`config.mk`:
```
export PLATFORM = sky130hd
export DESIGN_NAME = page_mode_external_bus
export DESIGN_NICKNAME = d
export VERILOG_FILES = /design/src/common/page_bus_pkg.sv /design/src/design/page_mode_external_bus.sv /design/src/design/page_tracker.sv
export SDC_FILE = /design/constraint.sdc
export NUM_CORES = 1
export LEC_CHECK = 0
export BUFFER_PORTS_ARGS = -buffer_cell sky130_fd_sc_hd__buf_2
export CAP_MARGIN = 5
export CORE_MARGIN = 3
export CORE_UTILIZATION = 50
export CTS_CLUSTER_SIZE = 14
export DETAILED_ROUTE_END_ITERATION = 10
export PLACE_DENSITY_LB_ADDON = 0.2
export REMOVE_ABC_BUFFERS = 1
export SYNTH_ARGS = -nofsm -noshare
export SYNTH_HDL_FRONTEND = slang
export SYNTH_SLANG_ARGS = --single-unit
```
`constraint.sdc`:
```
create_clock -name clk_sys -period 14.96 [get_ports clk_sys]
set_clock_uncertainty 0.1 [all_clocks]
set_input_delay 1.496 -clock clk_sys [delete_from_list [all_inputs] [get_ports clk_sys]]
set_output_delay 1.496 -clock clk_sys [all_outputs]
set_load 0.05 [all_outputs]
```
`src/common/page_bus_pkg.sv`:
```
// shared constants, types and stretch decoding for the page-mode external bus sequencer
package page_bus_pkg;

    localparam int CNT_W = 6;

    // page select codes
    localparam logic [1:0] SEL_1CYC = 2'h0;
    localparam logic [1:0] SEL_2CYC = 2'h1;
    localparam logic [1:0] SEL_4CYC = 2'h2;
    localparam logic [1:0] SEL_MODE2 = 2'h3;

    // cycle lengths in system clocks
    localparam logic [CNT_W-1:0] HIT_LEN_1CYC = 6'h01;
    localparam logic [CNT_W-1:0] HIT_LEN_2CYC = 6'h02;
    localparam logic [CNT_W-1:0] HIT_LEN_4CYC = 6'h04;
    localparam logic [CNT_W-1:0] MODE2_HALF_LEN = 6'h02;
    localparam logic [CNT_W-1:0] NONPAGE_LATCH_LEN = 6'h01;
    localparam logic [CNT_W-1:0] NONPAGE_ACCESS_LEN = 6'h03;
    localparam logic [CNT_W-1:0] NO_LATCH_LEN = 6'h00;
    localparam logic [CNT_W-1:0] STRETCH_CYCLE_CLKS = 6'h04;

    // strobe widths in system clocks
    localparam logic [CNT_W-1:0] FETCH_STROBE_NARROW = 6'h01;
    localparam logic [CNT_W-1:0] FETCH_STROBE_WIDE = 6'h02;
    localparam logic [CNT_W-1:0] DATA_STROBE_EXTRA = 6'h01;

    typedef enum logic [1:0] {
        KIND_FETCH = 2'b00,
        KIND_READ = 2'b01,
        KIND_WRITE = 2'b10
    } kind_t;

    typedef enum logic [1:0] {
        MODE_NONPAGE = 2'b00,
        MODE_PAGE1 = 2'b01,
        MODE_PAGE2 = 2'b10
    } bus_mode_t;

    typedef enum logic [1:0] {
        PH_IDLE = 2'b00,
        PH_LATCH = 2'b01,
        PH_ACCESS = 2'b10
    } phase_t;

    // added clocks: codes 0..3 give 0..3 stretch cycles, codes 4..7 give 7..10
    function automatic logic [CNT_W-1:0] stretch_clocks(input logic [2:0] code);
        logic [CNT_W-1:0] n;
        n = {3'h0, code};
        if (code[2]) begin
            n = {3'h0, code} + 6'h03;
        end
        return n * STRETCH_CYCLE_CLKS;
    endfunction

    // data strobe width at one oscillator clock per system clock: 1,3,7,...,27
    function automatic logic [CNT_W-1:0] data_strobe_width(input logic [2:0] code);
        logic [CNT_W-1:0] w;
        w = 6'h01;
        if (code != 3'h0) begin
            w = ({3'h0, code} * 6'h04) - 6'h01;
        end
        return w;
    endfunction

endpackage

```
`src/design/page_mode_external_bus.sv`:
```
// page-mode external memory bus sequencer with strobe, latch-enable and stretch timing
//
// Behaviour
// RULE1: page mode enable set uses page timing; clear uses the conventional multiplexed bus.
// RULE2: page select 00/01/10 picks hit/miss lengths 1/2, 2/4, 4/8; 11 structure two.
// RULE3: first structure: high port carries both address bytes, low port is data.
// RULE4: fetches float the low port; opcode captured as the fetch strobe rises.
// RULE5: data reads float the low port; data writes drive it.
// RULE6: upper byte differing from stored page is a miss of 2, 4 or 8 clocks.
// RULE7: upper byte equal to stored page is a hit of 1, 2 or 4 clocks.
// RULE8: on a hit the high port shows the low byte and latch enable stays low.
// RULE9: miss first half: upper byte out, latch enable high, strobes off, low port floats.
// RULE10: after the miss latch half, the rest runs as a hit cycle.
// RULE11: each new page is stored and compared; the first access misses.
// RULE12: select 00: fetch strobe low one full clock on hits and misses.
// RULE13: select 00: data moves miss, and so does the following fetch.
// RULE14: one-cycle mode: fetch strobe stays low across back-to-back hit fetches.
// RULE15: two-cycle mode: fetch strobe one clock; data upper byte change misses.
// RULE16: four-cycle mode: data moves compare against the stored page, no forced miss.
// RULE17: structure two: upper byte and data share high port, low byte on low port.
// RULE18: structure two: data cycles use conventional timing, only port roles differ.
// RULE19: structure two: data accesses take four clocks hit or miss.
// RULE20: data cycles stretch by whole stretch cycles of four clocks.
// RULE21: stretch codes 000-011 give 0-3 cycles, 100-111 give 7-10.
// RULE22: select 00/01 at divide by one: strobe 1,3,7,11,15,19,23,27 clocks.
// RULE23: strobe width in oscillator clocks scales with the system clock setting.
// RULE24: external latches capture the upper byte on latch enable and hold it.
// RULE25: stored page is updated on every miss, code or data.
`timescale 1ns/10ps
module page_mode_external_bus (
    input wire logic clk_sys,
    input wire logic rst_b,
    input wire logic clkEn,
    input wire logic pageModeEnable,
    input wire logic [1:0] pageSelect,
    input wire logic [2:0] stretchSelect,
    input wire logic reqValid,
    input wire logic [1:0] reqKind,
    input wire logic [15:0] reqAddr,
    input wire logic [7:0] reqWdata,
    output logic reqReady,
    output logic rspValid,
    output logic [7:0] rspData,
    input wire logic [7:0] lowPortIn,
    output logic [7:0] lowPortOut,
    output logic lowPortOe,
    input wire logic [7:0] highPortIn,
    output logic [7:0] highPortOut,
    output logic highPortOe,
    output logic addrLatchEn,
    output logic codeFetchStrobeN,
    output logic readStrobeN,
    output logic writeStrobeN
);
    localparam int CW = page_bus_pkg::CNT_W;

    page_bus_pkg::phase_t phase_q;
    page_bus_pkg::phase_t phase_d;
    logic [CW-1:0] pos_q;
    logic [CW-1:0] pos_d;
    page_bus_pkg::kind_t kind_q;
    page_bus_pkg::bus_mode_t mode_q;
    logic [15:0] addr_q;
    logic [7:0] wdata_q;
    logic [CW-1:0] latchLen_q;
    logic [CW-1:0] accessLen_q;
    logic [CW-1:0] stbSetup_q;
    logic [CW-1:0] stbWidth_q;
    logic ready_q;
    logic missNow;

    // new cycle descriptor
    page_bus_pkg::kind_t newKind;
    page_bus_pkg::bus_mode_t newMode;
    logic [CW-1:0] hitLen;
    logic [CW-1:0] newLatch;
    logic [CW-1:0] newAccess;
    logic [CW-1:0] newWidth;
    logic [CW-1:0] newSetup;

    assign newKind = page_bus_pkg::kind_t'(reqKind);
    wire logic newFetch = newKind == page_bus_pkg::KIND_FETCH;
    wire logic start = clkEn && reqValid && ready_q;
    wire logic narrowSel = (pageSelect == page_bus_pkg::SEL_1CYC)
                           || (pageSelect == page_bus_pkg::SEL_2CYC);
    wire logic [CW-1:0] stretchClks = page_bus_pkg::stretch_clocks(stretchSelect); // [RULE20] [RULE21]
    wire logic [CW-1:0] dataWidth = page_bus_pkg::data_strobe_width(stretchSelect); // [RULE22]
    wire logic [CW-1:0] lastAccess = accessLen_q - 6'h01;
    wire logic [CW-1:0] lastLatch = latchLen_q - 6'h01;
    wire logic lastClk = (phase_q == page_bus_pkg::PH_ACCESS) && (pos_q == lastAccess);

    assign newMode = !pageModeEnable ? page_bus_pkg::MODE_NONPAGE :
                     (pageSelect == page_bus_pkg::SEL_MODE2) ? page_bus_pkg::MODE_PAGE2 :
                     page_bus_pkg::MODE_PAGE1; // [RULE1] [RULE2]
    assign hitLen = (pageSelect == page_bus_pkg::SEL_1CYC) ? page_bus_pkg::HIT_LEN_1CYC :
                    (pageSelect == page_bus_pkg::SEL_2CYC) ? page_bus_pkg::HIT_LEN_2CYC :
                    page_bus_pkg::HIT_LEN_4CYC; // [RULE2] [RULE7]

    page_tracker u_tracker (
        .clk_sys(clk_sys),
        .rst_b(rst_b),
        .clkEn(clkEn),
        .pageModeEnable(pageModeEnable),
        .pageSelect(pageSelect),
        .lookupUpper(reqAddr[15:8]),
        .lookupData(!newFetch),
        .commit(start),
        .miss(missNow)
    );

    always_comb begin
        newLatch = page_bus_pkg::NONPAGE_LATCH_LEN;
        newAccess = page_bus_pkg::NONPAGE_ACCESS_LEN;
        newWidth = page_bus_pkg::FETCH_STROBE_WIDE;
        unique case (newMode)
            page_bus_pkg::MODE_PAGE1: begin
                // a miss is a latch half as long as the unstretched hit cycle that follows it
                newLatch = missNow ? hitLen : page_bus_pkg::NO_LATCH_LEN; // [RULE6] [RULE10]
                newAccess = newFetch ? hitLen : hitLen + stretchClks; // [RULE20]
                if (newFetch) begin
                    newWidth = narrowSel ? page_bus_pkg::FETCH_STROBE_NARROW
                                         : page_bus_pkg::FETCH_STROBE_WIDE; // [RULE12] [RULE15]
                end else begin
                    newWidth = narrowSel ? dataWidth
                                         : dataWidth + page_bus_pkg::DATA_STROBE_EXTRA; // [RULE22]
                end
            end
            page_bus_pkg::MODE_PAGE2: begin
                if (newFetch) begin
                    newLatch = missNow ? page_bus_pkg::MODE2_HALF_LEN
                                       : page_bus_pkg::NO_LATCH_LEN; // [RULE2] [RULE17]
                    newAccess = page_bus_pkg::MODE2_HALF_LEN;
                    newWidth = page_bus_pkg::FETCH_STROBE_NARROW;
                end else begin
                    // data moves run the conventional four-clock timing
                    newAccess = page_bus_pkg::NONPAGE_ACCESS_LEN + stretchClks; // [RULE18] [RULE19]
                    newWidth = dataWidth + page_bus_pkg::DATA_STROBE_EXTRA;
                end
            end
            page_bus_pkg::MODE_NONPAGE: begin
                if (!newFetch) begin
                    newAccess = page_bus_pkg::NONPAGE_ACCESS_LEN + stretchClks; // [RULE1]
                    newWidth = dataWidth + page_bus_pkg::DATA_STROBE_EXTRA;
                end
            end
            default: begin
                newLatch = page_bus_pkg::NONPAGE_LATCH_LEN;
            end
        endcase
        // fetch strobe ends with the cycle so its rising edge captures the opcode
        newSetup = newFetch ? newAccess - newWidth
                            : (newAccess - newWidth) >> 1; // [RULE4] [RULE23]
    end

    // descriptor seen by the next cycle
    wire page_bus_pkg::kind_t curKind = start ? newKind : kind_q;
    wire page_bus_pkg::bus_mode_t curMode = start ? newMode : mode_q;
    wire logic [15:0] curAddr = start ? reqAddr : addr_q;
    wire logic [7:0] curWdata = start ? reqWdata : wdata_q;
    wire logic [CW-1:0] curAccess = start ? newAccess : accessLen_q;
    wire logic [CW-1:0] curSetup = start ? newSetup : stbSetup_q;
    wire logic [CW-1:0] curWidth = start ? newWidth : stbWidth_q;

    always_comb begin
        phase_d = phase_q;
        pos_d = pos_q;
        if (start) begin
            phase_d = (newLatch != page_bus_pkg::NO_LATCH_LEN) ? page_bus_pkg::PH_LATCH
                                                               : page_bus_pkg::PH_ACCESS; // [RULE8]
            pos_d = '0;
        end else begin
            unique case (phase_q)
                page_bus_pkg::PH_LATCH: begin
                    if (pos_q == lastLatch) begin
                        phase_d = page_bus_pkg::PH_ACCESS; // [RULE10]
                        pos_d = '0;
                    end else begin
                        pos_d = pos_q + 6'h01;
                    end
                end
                page_bus_pkg::PH_ACCESS: begin
                    if (lastClk) begin
                        phase_d = page_bus_pkg::PH_IDLE;
                        pos_d = '0;
                    end else begin
                        pos_d = pos_q + 6'h01;
                    end
                end
                page_bus_pkg::PH_IDLE: begin
                    pos_d = '0;
                end
                default: begin
                    phase_d = page_bus_pkg::PH_IDLE;
                end
            endcase
        end
    end

    // ready in the last access clock lets a hit fetch follow with no gap
    wire logic ready_d = (phase_d == page_bus_pkg::PH_IDLE)
                         || ((phase_d == page_bus_pkg::PH_ACCESS)
                             && (pos_d == curAccess - 6'h01)); // [RULE14]

    // pin values for the next cycle
    wire logic nextLatch = phase_d == page_bus_pkg::PH_LATCH;
    wire logic nextAccess = phase_d == page_bus_pkg::PH_ACCESS;
    wire logic strobeOn = nextAccess && (pos_d >= curSetup)
                          && (pos_d < curSetup + curWidth); // [RULE12] [RULE22]
    wire logic fetchStbN_d = !(strobeOn && (curKind == page_bus_pkg::KIND_FETCH)); // [RULE9]
    wire logic readStbN_d = !(strobeOn && (curKind == page_bus_pkg::KIND_READ)); // [RULE9]
    wire logic writeStbN_d = !(strobeOn && (curKind == page_bus_pkg::KIND_WRITE)); // [RULE9]
    wire logic isWrite = curKind == page_bus_pkg::KIND_WRITE;

    logic [7:0] lowOut_d;
    logic lowOe_d;
    logic [7:0] highOut_d;
    logic highOe_d;

    always_comb begin
        lowOut_d = 8'h00;
        lowOe_d = 1'b0;
        highOut_d = curAddr[15:8];
        highOe_d = nextLatch || nextAccess;
        unique case (curMode)
            page_bus_pkg::MODE_PAGE1: begin
                // latch half floats the low port; access half shows the low byte up top
                if (nextAccess) begin
                    highOut_d = curAddr[7:0]; // [RULE3] [RULE8]
                    lowOut_d = curWdata;
                    lowOe_d = isWrite; // [RULE4] [RULE5] [RULE9]
                end
            end
            page_bus_pkg::MODE_PAGE2: begin
                lowOut_d = curAddr[7:0];
                lowOe_d = nextLatch || nextAccess; // [RULE17]
                if (nextAccess) begin
                    highOut_d = curWdata;
                    highOe_d = isWrite; // [RULE17] [RULE18]
                end
            end
            page_bus_pkg::MODE_NONPAGE: begin
                lowOut_d = nextLatch ? curAddr[7:0] : curWdata;
                lowOe_d = nextLatch || (nextAccess && isWrite); // [RULE1]
            end
            default: begin
                highOe_d = 1'b0;
            end
        endcase
    end

    wire logic capture = lastClk && (kind_q != page_bus_pkg::KIND_WRITE);
    wire logic [CW-1:0] lastStrobe = stbSetup_q + stbWidth_q - 6'h01;
    wire logic strobeEnd = (phase_q == page_bus_pkg::PH_ACCESS) && (pos_q == lastStrobe);
    wire logic [7:0] captureData = (mode_q == page_bus_pkg::MODE_PAGE2) ? highPortIn
                                                                       : lowPortIn;

    always_ff @(posedge clk_sys or negedge rst_b) begin
        if (!rst_b) begin
            phase_q <= page_bus_pkg::PH_IDLE;
            pos_q <= '0;
            ready_q <= 1'b0;
        end else if (clkEn) begin
            phase_q <= phase_d;
            pos_q <= pos_d;
            ready_q <= ready_d;
        end
    end

    always_ff @(posedge clk_sys or negedge rst_b) begin
        if (!rst_b) begin
            kind_q <= page_bus_pkg::KIND_FETCH;
            mode_q <= page_bus_pkg::MODE_NONPAGE;
            addr_q <= 16'h0000;
            wdata_q <= 8'h00;
            latchLen_q <= page_bus_pkg::NO_LATCH_LEN;
            accessLen_q <= page_bus_pkg::HIT_LEN_1CYC;
            stbSetup_q <= '0;
            stbWidth_q <= page_bus_pkg::FETCH_STROBE_NARROW;
        end else if (start) begin
            kind_q <= newKind;
            mode_q <= newMode;
            addr_q <= reqAddr;
            wdata_q <= reqWdata;
            latchLen_q <= newLatch;
            accessLen_q <= newAccess;
            stbSetup_q <= newSetup;
            stbWidth_q <= newWidth;
        end
    end

    always_ff @(posedge clk_sys or negedge rst_b) begin
        if (!rst_b) begin
            addrLatchEn <= 1'b0;
            codeFetchStrobeN <= 1'b1;
            readStrobeN <= 1'b1;
            writeStrobeN <= 1'b1;
            lowPortOut <= 8'h00;
            lowPortOe <= 1'b0;
            highPortOut <= 8'h00;
            highPortOe <= 1'b0;
            rspValid <= 1'b0;
            rspData <= 8'h00;
        end else if (clkEn) begin
            addrLatchEn <= nextLatch; // [RULE9]
            codeFetchStrobeN <= fetchStbN_d;
            readStrobeN <= readStbN_d;
            writeStrobeN <= writeStbN_d;
            lowPortOut <= lowOut_d;
            lowPortOe <= lowOe_d;
            highPortOut <= highOut_d;
            highPortOe <= highOe_d;
            rspValid <= capture;
            if (strobeEnd && (kind_q != page_bus_pkg::KIND_WRITE)) begin
                rspData <= captureData; // [RULE4]
            end
        end
    end

    assign reqReady = ready_q;

    wire logic p1Req = start && (newMode == page_bus_pkg::MODE_PAGE1);
    wire logic p1Fetch = p1Req && newFetch;

    a_hit_no_latch: assert property (@(posedge clk_sys) disable iff (!rst_b)
        (start && !missNow && pageModeEnable) |=> !addrLatchEn) // [RULE8]
        else $error("latch enable raised on a page hit");

    a_miss_latch_half: assert property (@(posedge clk_sys) disable iff (!rst_b)
        p1Req && missNow |=> addrLatchEn && codeFetchStrobeN && readStrobeN
                             && writeStrobeN && !lowPortOe
                             && (highPortOut == $past(reqAddr[15:8]))) // [RULE9]
        else $error("miss latch half shows wrong pins");

    a_hit_len_one: assert property (@(posedge clk_sys) disable iff (!rst_b)
        (p1Fetch && !missNow && pageSelect == page_bus_pkg::SEL_1CYC && clkEn)
        |=> lastClk && !codeFetchStrobeN) // [RULE7] [RULE12]
        else $error("one-clock hit fetch wrong");

    a_miss_len_four: assert property (@(posedge clk_sys) disable iff (!rst_b)
        (p1Fetch && missNow && pageSelect == page_bus_pkg::SEL_2CYC && clkEn)
        ##1 clkEn[*4] |-> !$past(lastClk) ##0 lastClk) // [RULE6]
        else $error("two-cycle mode miss not four clocks");

    a_miss_len_eight: assert property (@(posedge clk_sys) disable iff (!rst_b)
        (p1Fetch && missNow && pageSelect == page_bus_pkg::SEL_4CYC && clkEn)
        ##1 clkEn[*8] |-> lastClk) // [RULE6] [RULE10]
        else $error("four-cycle mode miss not eight clocks");

    a_mode2_data_four: assert property (@(posedge clk_sys) disable iff (!rst_b)
        (start && newMode == page_bus_pkg::MODE_PAGE2 && !newFetch && stretchSelect == 3'h0)
        ##1 clkEn[*4] |-> lastClk) // [RULE19]
        else $error("structure two data access not four clocks");

    a_forced_miss: assert property (@(posedge clk_sys) disable iff (!rst_b)
        (p1Req && !newFetch && pageSelect == page_bus_pkg::SEL_1CYC) |-> missNow) // [RULE13]
        else $error("data move in one-cycle mode did not miss");

    a_read_floats: assert property (@(posedge clk_sys) disable iff (!rst_b)
        (phase_q == page_bus_pkg::PH_ACCESS && mode_q == page_bus_pkg::MODE_PAGE1
         && kind_q != page_bus_pkg::KIND_WRITE) |-> !lowPortOe) // [RULE5] [RULE4]
        else $error("low port driven during read or fetch");

    a_write_drives: assert property (@(posedge clk_sys) disable iff (!rst_b)
        (phase_q == page_bus_pkg::PH_ACCESS && mode_q == page_bus_pkg::MODE_PAGE1
         && kind_q == page_bus_pkg::KIND_WRITE)
        |-> lowPortOe && lowPortOut == wdata_q && highPortOut == addr_q[7:0]) // [RULE5] [RULE3]
        else $error("write data or low address byte missing");

    a_read_width_three: assert property (@(posedge clk_sys) disable iff (!rst_b)
        (p1Req && newKind == page_bus_pkg::KIND_READ && pageSelect == page_bus_pkg::SEL_1CYC
         && stretchSelect == 3'h1 && clkEn) ##1 clkEn[*6]
        |-> $past(readStrobeN, 4) && !$past(readStrobeN, 3) && !$past(readStrobeN, 2)
            && !$past(readStrobeN, 1) && readStrobeN) // [RULE22] [RULE20]
        else $error("read strobe width wrong for stretch one");

endmodule

```
`src/design/page_tracker.sv`:
```
// stored page address and page hit or miss decision
`timescale 1ns/10ps
module page_tracker (
    input wire logic clk_sys,
    input wire logic rst_b,
    input wire logic clkEn,
    input wire logic pageModeEnable,
    input wire logic [1:0] pageSelect,
    input wire logic [7:0] lookupUpper,
    input wire logic lookupData,
    input wire logic commit,
    output logic miss
);
    logic [7:0] storedPage_q;
    logic pageValid_q;
    logic forceNext_q;
    wire logic mode2 = pageModeEnable && (pageSelect == page_bus_pkg::SEL_MODE2);
    wire logic oneCyc = pageModeEnable && (pageSelect == page_bus_pkg::SEL_1CYC);
    // data moves always miss in the one-cycle mode and in the second bus structure
    wire logic forcedData = lookupData && (oneCyc || mode2); // [RULE13] [RULE19]
    wire logic forcedFetch = !lookupData && forceNext_q; // [RULE13]
    wire logic pageDiffers = lookupUpper != storedPage_q; // [RULE6] [RULE7] [RULE16]

    // invalid page after reset or outside page mode makes the first access a miss
    assign miss = !pageModeEnable || !pageValid_q || forcedData || forcedFetch
                  || pageDiffers; // [RULE11]

    always_ff @(posedge clk_sys or negedge rst_b) begin
        if (!rst_b) begin
            storedPage_q <= 8'h00;
            pageValid_q <= 1'b0;
            forceNext_q <= 1'b0;
        end else if (clkEn && commit) begin
            if (miss) begin
                storedPage_q <= lookupUpper; // [RULE25] [RULE11]
            end
            pageValid_q <= pageModeEnable;
            forceNext_q <= lookupData && oneCyc; // [RULE13]
        end
    end

    a_page_store: assert property (@(posedge clk_sys) disable iff (!rst_b)
        (clkEn && commit && miss) |=> (storedPage_q == $past(lookupUpper))) // [RULE25]
        else $error("page register not loaded on a miss");

    a_fetch_after_data: assert property (@(posedge clk_sys) disable iff (!rst_b)
        (clkEn && commit && lookupData && oneCyc) ##2 (commit && !lookupData) |-> miss) // [RULE13]
        else $error("fetch after data move not forced to miss");

endmodule

```
# Word level (Yosys, flattened, before mapping)
# Cells that the tools add are included.
# totals
wordCells	152
out_inout_bits	32
regBits	102
inputBits	52
# op_classes
order_cmp	2
addsub	13
n_reduce_logical	46
n_eq_ne	19
mux	48
# ops
operator	count
6-bit 2-to-1 mux	15
6-bit case mux with 3 select lines	3
8-bit 2-to-1 mux	6
6-bit == test	4
8-bit case mux with 3 select lines	1
6-bit by 1-bit subtractor with 6-bit output, second input constant	4
2-bit 2-to-1 mux	11
1-bit logical AND	19
16-bit 2-to-1 mux	1
8-bit case mux with 2 select lines	1
2-bit == test, second input constant	7
2-bit logical NOT	7
6-bit by 1-bit adder with 6-bit output, second input constant	2
6-bit adder	2
2-bit by 1-bit == test with 1-bit output, second input constant	6
6-bit case mux with 2 select lines	1
1-bit logical OR	9
3-bit 2-to-1 mux	3
8-bit inequality test	1
2-bit by 6-bit adder with 6-bit output, first input constant	1
3-bit by 6-bit adder with 6-bit output	1
6-bit >= comparator	1
1-bit logical NOT	6
6-bit < comparator	1
13 further kinds	15

# Depth between registers and ports, before layout
# depth
depth_word	18
depth_mapped	27
ltp_nobuf	27

# By module
# From an unflattened synthesis, not the netlist that was laid out.
# hier_totals
cells_unflattened	693
area_unflattened_um2	6558.8
# by_module_without_submodules
module	area_each_um2	n_inst	seq_area_each_um2	cells_per_inst
page_mode_external_bus	5998.3	1	2233.4	651
page_tracker	560.5	1	250.2	42

# Least setup slack after synthesis
# No wires, ideal clock.
# synth_path
path_type	in2reg
startpoint	input pageSelect[1]
endpoint	register codeFetchStrobeN
required_time_ns	14.780
path_slack_ns	8.789
stages	24
setup_time_ns	0.080
arrival_ns	5.992
path_buffers	2
cell_sequence	clkbuf_1 -> clkbuf_1 -> ha_1 -> nand2b_1 -> a22oi_1 -> nor2_1 -> ha_1 -> a21o_1 -> a21o_1 -> a21o_1 -> xnor2_1 -> nor2_1 -> o31ai_1 -> ha_1 -> a21oi_1 -> xor2_1 -> xnor2_1 -> ha_1 -> and4_1 -> a2111oi_0 -> o311ai_0 -> a31oi_1 -> nand2_1 -> o22a_1
# synth_via
word_cells_on_any_way	44
cone_classes	add/sub (3); order compare (2); eq/ne (5); mux (19); reduce/logical (15)
# synth_rtl
element	line	rtl
start, declared	page_mode_external_bus.sv:35	input wire logic [1:0] pageSelect,
2-bit by 1-bit == test with 1-bit output	page_mode_external_bus.sv:85, page_mode_external_bus.sv:96	
3-bit 2-to-1 mux	page_mode_external_bus.sv:96	(pageSelect == page_bus_pkg::SEL_2CYC) ? page_bus_pkg::HIT_LEN_2CYC :
3-bit 2-to-1 mux	page_mode_external_bus.sv:95	assign hitLen = (pageSelect == page_bus_pkg::SEL_1CYC) ? page_bus_pkg::HIT_LEN_1CYC :
3-bit by 6-bit adder with 6-bit output	page_mode_external_bus.sv:119	newAccess = newFetch ? hitLen : hitLen + stretchClks;
6-bit 2-to-1 mux	page_mode_external_bus.sv:119	
6-bit case mux with 3 select lines	page_mode_external_bus.sv:115	unique case (newMode)
6-bit subtractor (*)	page_mode_external_bus.sv:151, page_mode_external_bus.sv:152	
6-bit 2-to-1 mux (*)	page_mode_external_bus.sv:151	newSetup = newFetch ? newAccess - newWidth
6-bit 2-to-1 mux (*)	-	
named net curSetup[4]	page_mode_external_bus.sv:161	wire logic [CW-1:0] curSetup = start ? newSetup : stbSetup_q;
6-bit adder / 6-bit >= comparator (equally long branches)	page_mode_external_bus.sv:208, page_mode_external_bus.sv:207	
6-bit < comparator / 1-bit logical AND (equally long branches)	page_mode_external_bus.sv:208, page_mode_external_bus.sv:207	
1-bit logical AND (*)	page_mode_external_bus.sv:208	&& (pos_d < curSetup + curWidth);
1-bit logical AND (*)	page_mode_external_bus.sv:209	wire logic fetchStbN_d = !(strobeOn && (curKind == page_bus_pkg::KIND_FETCH));
1-bit logical NOT (*)	page_mode_external_bus.sv:209	
end signal, assigned	page_mode_external_bus.sv:305	codeFetchStrobeN <= fetchStbN_d;
end, declared	page_mode_external_bus.sv:51	output logic codeFetchStrobeN,
# The timed path passes the listed nets; every way through them passes the cells marked *.
# A chain may end at the register's enable or synchronous reset.

# Worst setup path in the final report
# layout_path
startpoint	input reqKind[1]
endpoint	register codeFetchStrobeN
# layout_via
word_cells_on_any_way	36
cone_classes	add/sub (2); order compare (2); eq/ne (1); mux (18); reduce/logical (13)
# layout_rtl
element	line	rtl
start, declared	page_mode_external_bus.sv:38	input wire logic [1:0] reqKind,
2-bit logical NOT (*)	page_mode_external_bus.sv:82	wire logic newFetch = newKind == page_bus_pkg::KIND_FETCH;
6-bit 2-to-1 mux, on equally long branches	-	
6-bit case mux with 3 select lines	page_mode_external_bus.sv:115	
6-bit subtractor	page_mode_external_bus.sv:151, page_mode_external_bus.sv:152	
6-bit 2-to-1 mux (*)	page_mode_external_bus.sv:151	
6-bit 2-to-1 mux (*)	-	
named net curSetup[2]	page_mode_external_bus.sv:161	
6-bit adder / 6-bit >= comparator (equally long branches)	page_mode_external_bus.sv:208, page_mode_external_bus.sv:207	
6-bit < comparator / 1-bit logical AND (equally long branches)	page_mode_external_bus.sv:208, page_mode_external_bus.sv:207	
1-bit logical AND (*)	page_mode_external_bus.sv:208	
1-bit logical AND (*)	page_mode_external_bus.sv:209	
1-bit logical NOT (*)	page_mode_external_bus.sv:209	
# Marked as above.

==> impl_results.md <==
- Status: completed
- Period minus WS final: 6.83 ns
- Die Span X: 119 um
- Reg2reg start: reqReady$_DFFE_PN0P_
- Met1 wire length: 6560 um
- IO Port Bufs: 83
- Non-Filler Instances: 935
- Vias per cell: 5.56
- Hold Slack: 0.377 ns
- Cell variety after synth: 57
- Fillers: 1,111
- Inserted Clock Buffers: 9
- Initial antenna violation count: 2
- Area growth from synthesis to layout: 13.4%
- Drt drc: 0
- Crit Path Category: in -> reg
- I/O pin count: 84
- WP buf/inv: 1
- GRT Overall Usage: 22.8%
- Max Root-Sink Buffers: 2
- CP Launch Type: primary input
- Max transition margin: 37.0%
- Total global routing overflow: 0
- Crit path max fanout: 14
- Hold buffer count at cts: 0
- Fmax: 0.146 GHz
- Maxcap violations: 0
- Synth Instances: 698
- Final Hold Viols: 0
- Clock slew at reported path FFs: 0.07 ns
- Final #Nets: 864
- Hold path cells: 2
- Hold WC Path Type: reg -> reg
- Post-synth ARST share: 100%
- TNS Setup: 0 ns
- Power Density: 230 nW/um^2
- Sequential share of the synthesized area: 39.1%
- Largest net degree at the start of global routing: 76
- HP Start: rspData[0]$_DFFE_PN0P_
- Initial Util: 52.0%
- Final Setup Violations: 0
- Met3 WL: 943 um
- Die Y: 119 um
- Crit path cell chain: buf_2 > nor2_1 > a21oi_1 > mux2i_1 > ha_1 > a21o_1 > a21o_1 > xor2_1 > a21oi_1 > o21ai_0 > ha_1 > a21oi_1 > o21bai_1 > a21oi_1 > xor2_1 > xnor2_1 > ha_1 > and4_1 > a2111oi_0 > o311ai_0 > a31oi_1 > nand2_1 > o22a_1
- GP Congestion: 0.900
- Unrepaired setup endpoints after global routing: false
- Avg Cell Area, Syn: 9.09 um^2
- Prevailing post-synth register cell: dfrtp_1
- Worst VDD drop: 0.000130 V
- Clk sinks: 99
- Hold EP: rspData[0]$_DFFE_PN0P_
- Final wirelength: 15,700 um
- Row cnt: 40
- Post-route ant nets: 0
- Most frequent CP cell: a21oi_1
- Initial DRC count: 286
- Vias post-DR: 5,202
- CTS H-tree lvls: 3
- Sequential cell area: 2480 um^2
- Multi-input gate area: 3430 um^2
- Synth warn: 0
- Least-Margin Pin Slew: 0.944 ns
- Post-synth EDFFs: 0
- WL met2: 7440 um
- Drt pass-1 iters: 4
- FF-to-FF path depth: 18
- Mapped Area: 6340 um^2
- Hpwl dp: 11,700 um
- Crit path max-delay family: compound AO/OA/AOI/OAI gates
- Root Buffer: clkbuf_16
- Worst EP required: 15.14 ns
- CP endpoint kind: register
- Vias in the first global route: 5,214
- Critical Path Max Stage Delay: 0.70 ns
- TritonCTS clock tree: done
- Top sig layer: met4
- Critical path's slowest cell: nor2_1
- Leakage: 3.60 nW
- CTS resizes: 0
- Cell total after placement: 918
- Setup repair bufs after CTS: 0
- FF+latch count, synth: 99
- Post-DR wirelength/cell: 16.8 um
- First-pass GRT wire length: 25,800 um
- Tcrit/Tclk final: 45.6%
- CP arrival: 7.01 ns
- Reg-to-reg slack, setup: 10.27 ns
- Layout cells sized above 1: 17.1%
- Max Slew Vio Count: 0
- Worst flop-to-flop path endpoint: codeFetchStrobeN$_DFFE_PN1P_
- Core Region: 12,200 um^2
- Skew-Pair Late Insertion Delay: 0.35 ns
- Die footprint: 14,100 um^2
-- how the worst max path moves through the flow --
| stage | endpoint | from | cells past startpoint | slack, ns |
|---|---|---|---|---|
| 6_report | codeFetchStrobeN$_DFFE_PN1P_ | reqKind[1] | 23 | 8.13 |
| 5_1_grt | codeFetchStrobeN$_DFFE_PN1P_ | reqKind[1] | 23 | 7.50 |
| 4_1_cts | codeFetchStrobeN$_DFFE_PN1P_ | reqKind[1] | 23 | 8.19 |
| 3_5_place_dp | codeFetchStrobeN$_DFFE_PN1P_ | reqKind[1] | 23 | 7.84 |
| 3_3_place_gp | codeFetchStrobeN$_DFFE_PN1P_ | reqKind[1] | 23 | 8.07 |
| 2_1_floorplan | codeFetchStrobeN$_DFFE_PN1P_ | clkEn | 16 | 8.62 |
-- state kept, by name, indices dropped and copies added, names as in the netlist, 3 cells and up --
signal,flops
accessLen_q,6
addr_q,16
highPortOut,8
latchLen_q,3
lowPortOut,8
pos_q,6
rspData,8
stbSetup_q,6
stbWidth_q,6
u_tracker.storedPage_q,8
wdata_q,8
-- worst min-delay path: cells and delay by family (launching register included) --
family             cells  cell delay, ns
AOI/OAI and AO/OA      1            0.06
DFF                    1            0.34
and+or+nand+nor        1            0.04
-- cells in the mapped netlist, types with 2 or more instances --
cell type  instances  area, um^2
a2111oi_0          3        26.3
nand2_1          105         394
clkbuf_1          26        97.6
mux2_2            14         158
a21oi_1           28         140
xnor2_1           29         254
o311ai_0           2        17.5
xor2_1            24         210
o22ai_1           14        87.6
dfrtp_1           94        2350
a21boi_0           2        15.0
nor4_1             2        12.5
fa_1               3        60.1
nand3_1           11        55.1
nor3_1             7        35.0
buf_1              3        11.3
buf_2              6        30.0
dfstp_2            5         131
nand2b_1           5        31.3
o211ai_1           2        15.0
ha_1              48         601
inv_1             77         289
a21o_1            11        82.6
o21ai_1            3        15.0
o21a_1            11        82.6
o41ai_1            3        26.3
a22oi_1           18         135
o221ai_1           8        70.1
mux2i_1           23         230
or2_2              2        12.5
o31ai_1            4        30.0
nor2b_1            6        37.5
o21bai_1           2        15.0
nor2_1            28         105
o21ai_0           28         140
and3_1             6        37.5
o211a_1            2        20.0
nand4_1            8        50.1
a31oi_1            7        43.8
-- layout by cell type (no fill, tap or decap), types with 14 or more instances in the layout --
| cell | count |
|---|---|
| a21oi_1 | 28 |
| mux2i_1 | 23 |
| o21ai_0 | 28 |
| buf_2 | 82 |
| dfrtp_1 | 94 |
| xor2_1 | 24 |
| inv_1 | 77 |
| o22ai_1 | 14 |
| a22oi_1 | 18 |
| mux2_2 | 14 |
| nor2_1 | 28 |
| nand2_1 | 105 |
| xnor2_1 | 29 |
| ha_1 | 48 |
-- cells by family (layout without fill, tap and decap cells) --
logic type      count (synthesis)  in the layout  share of synthesized area [%]
simple gates                  188            188                           13.4
compound gates                156            156                           16.4
buf+inv                       113            180                           6.86
flops                          99             99                           39.1
xor+xnor                       54             54                           7.69
fa+ha+maj                      51             51                           10.4
mux                            37             37                           6.11
other cells                     0              2                              0
-- metrics by stage --
stage	instance area, um^2	util [%]	total power, mW	setup slack [ns]
final	7200	58.9	1.65	8.13
after global routing	7200	58.9	1.79	7.50
after CTS	7190	58.9	1.66	8.19
after detailed placement	6870	56.3	1.40	7.84
after global placement	6870	56.3	1.36	8.07
after floorplan	6200	-	1.16	8.62
-- layout make-up --
type / instances / share of cell area (%)
Antenna cell: 2 / 0.0695
Clock inverter: 6 / 1.36
Tap cell: 168 / 2.92
Inverter: 77 / 4.02
Multi-Input combinational cell: 486 / 47.7
Clock buffer: 9 / 3.13
Sequential cell: 99 / 34.5
Timing Repair Buffer: 88 / 6.33
-- power by group --
part / internal [mW] / leakage (nW) / switching (mW) / total [mW]
combinational: 0.363 / 2.20 / 0.569 / 0.932
sequential: 0.383 / 1.24 / 0.0797 / 0.463
clock: 0.148 / 0.158 / 0.109 / 0.257
-- layer usage --
| metal | up-vias | global-route usage, % |
|---|---|---|
| li1 | 2523 | - |
| met5 | - | 0 |
| met3 | 45 | 4.07 |
| met1 | 2488 | 29.7 |
| met2 | 146 | 36.4 |
| met4 | 0 | 12.1 |
(Power assumes the default switching activity.)
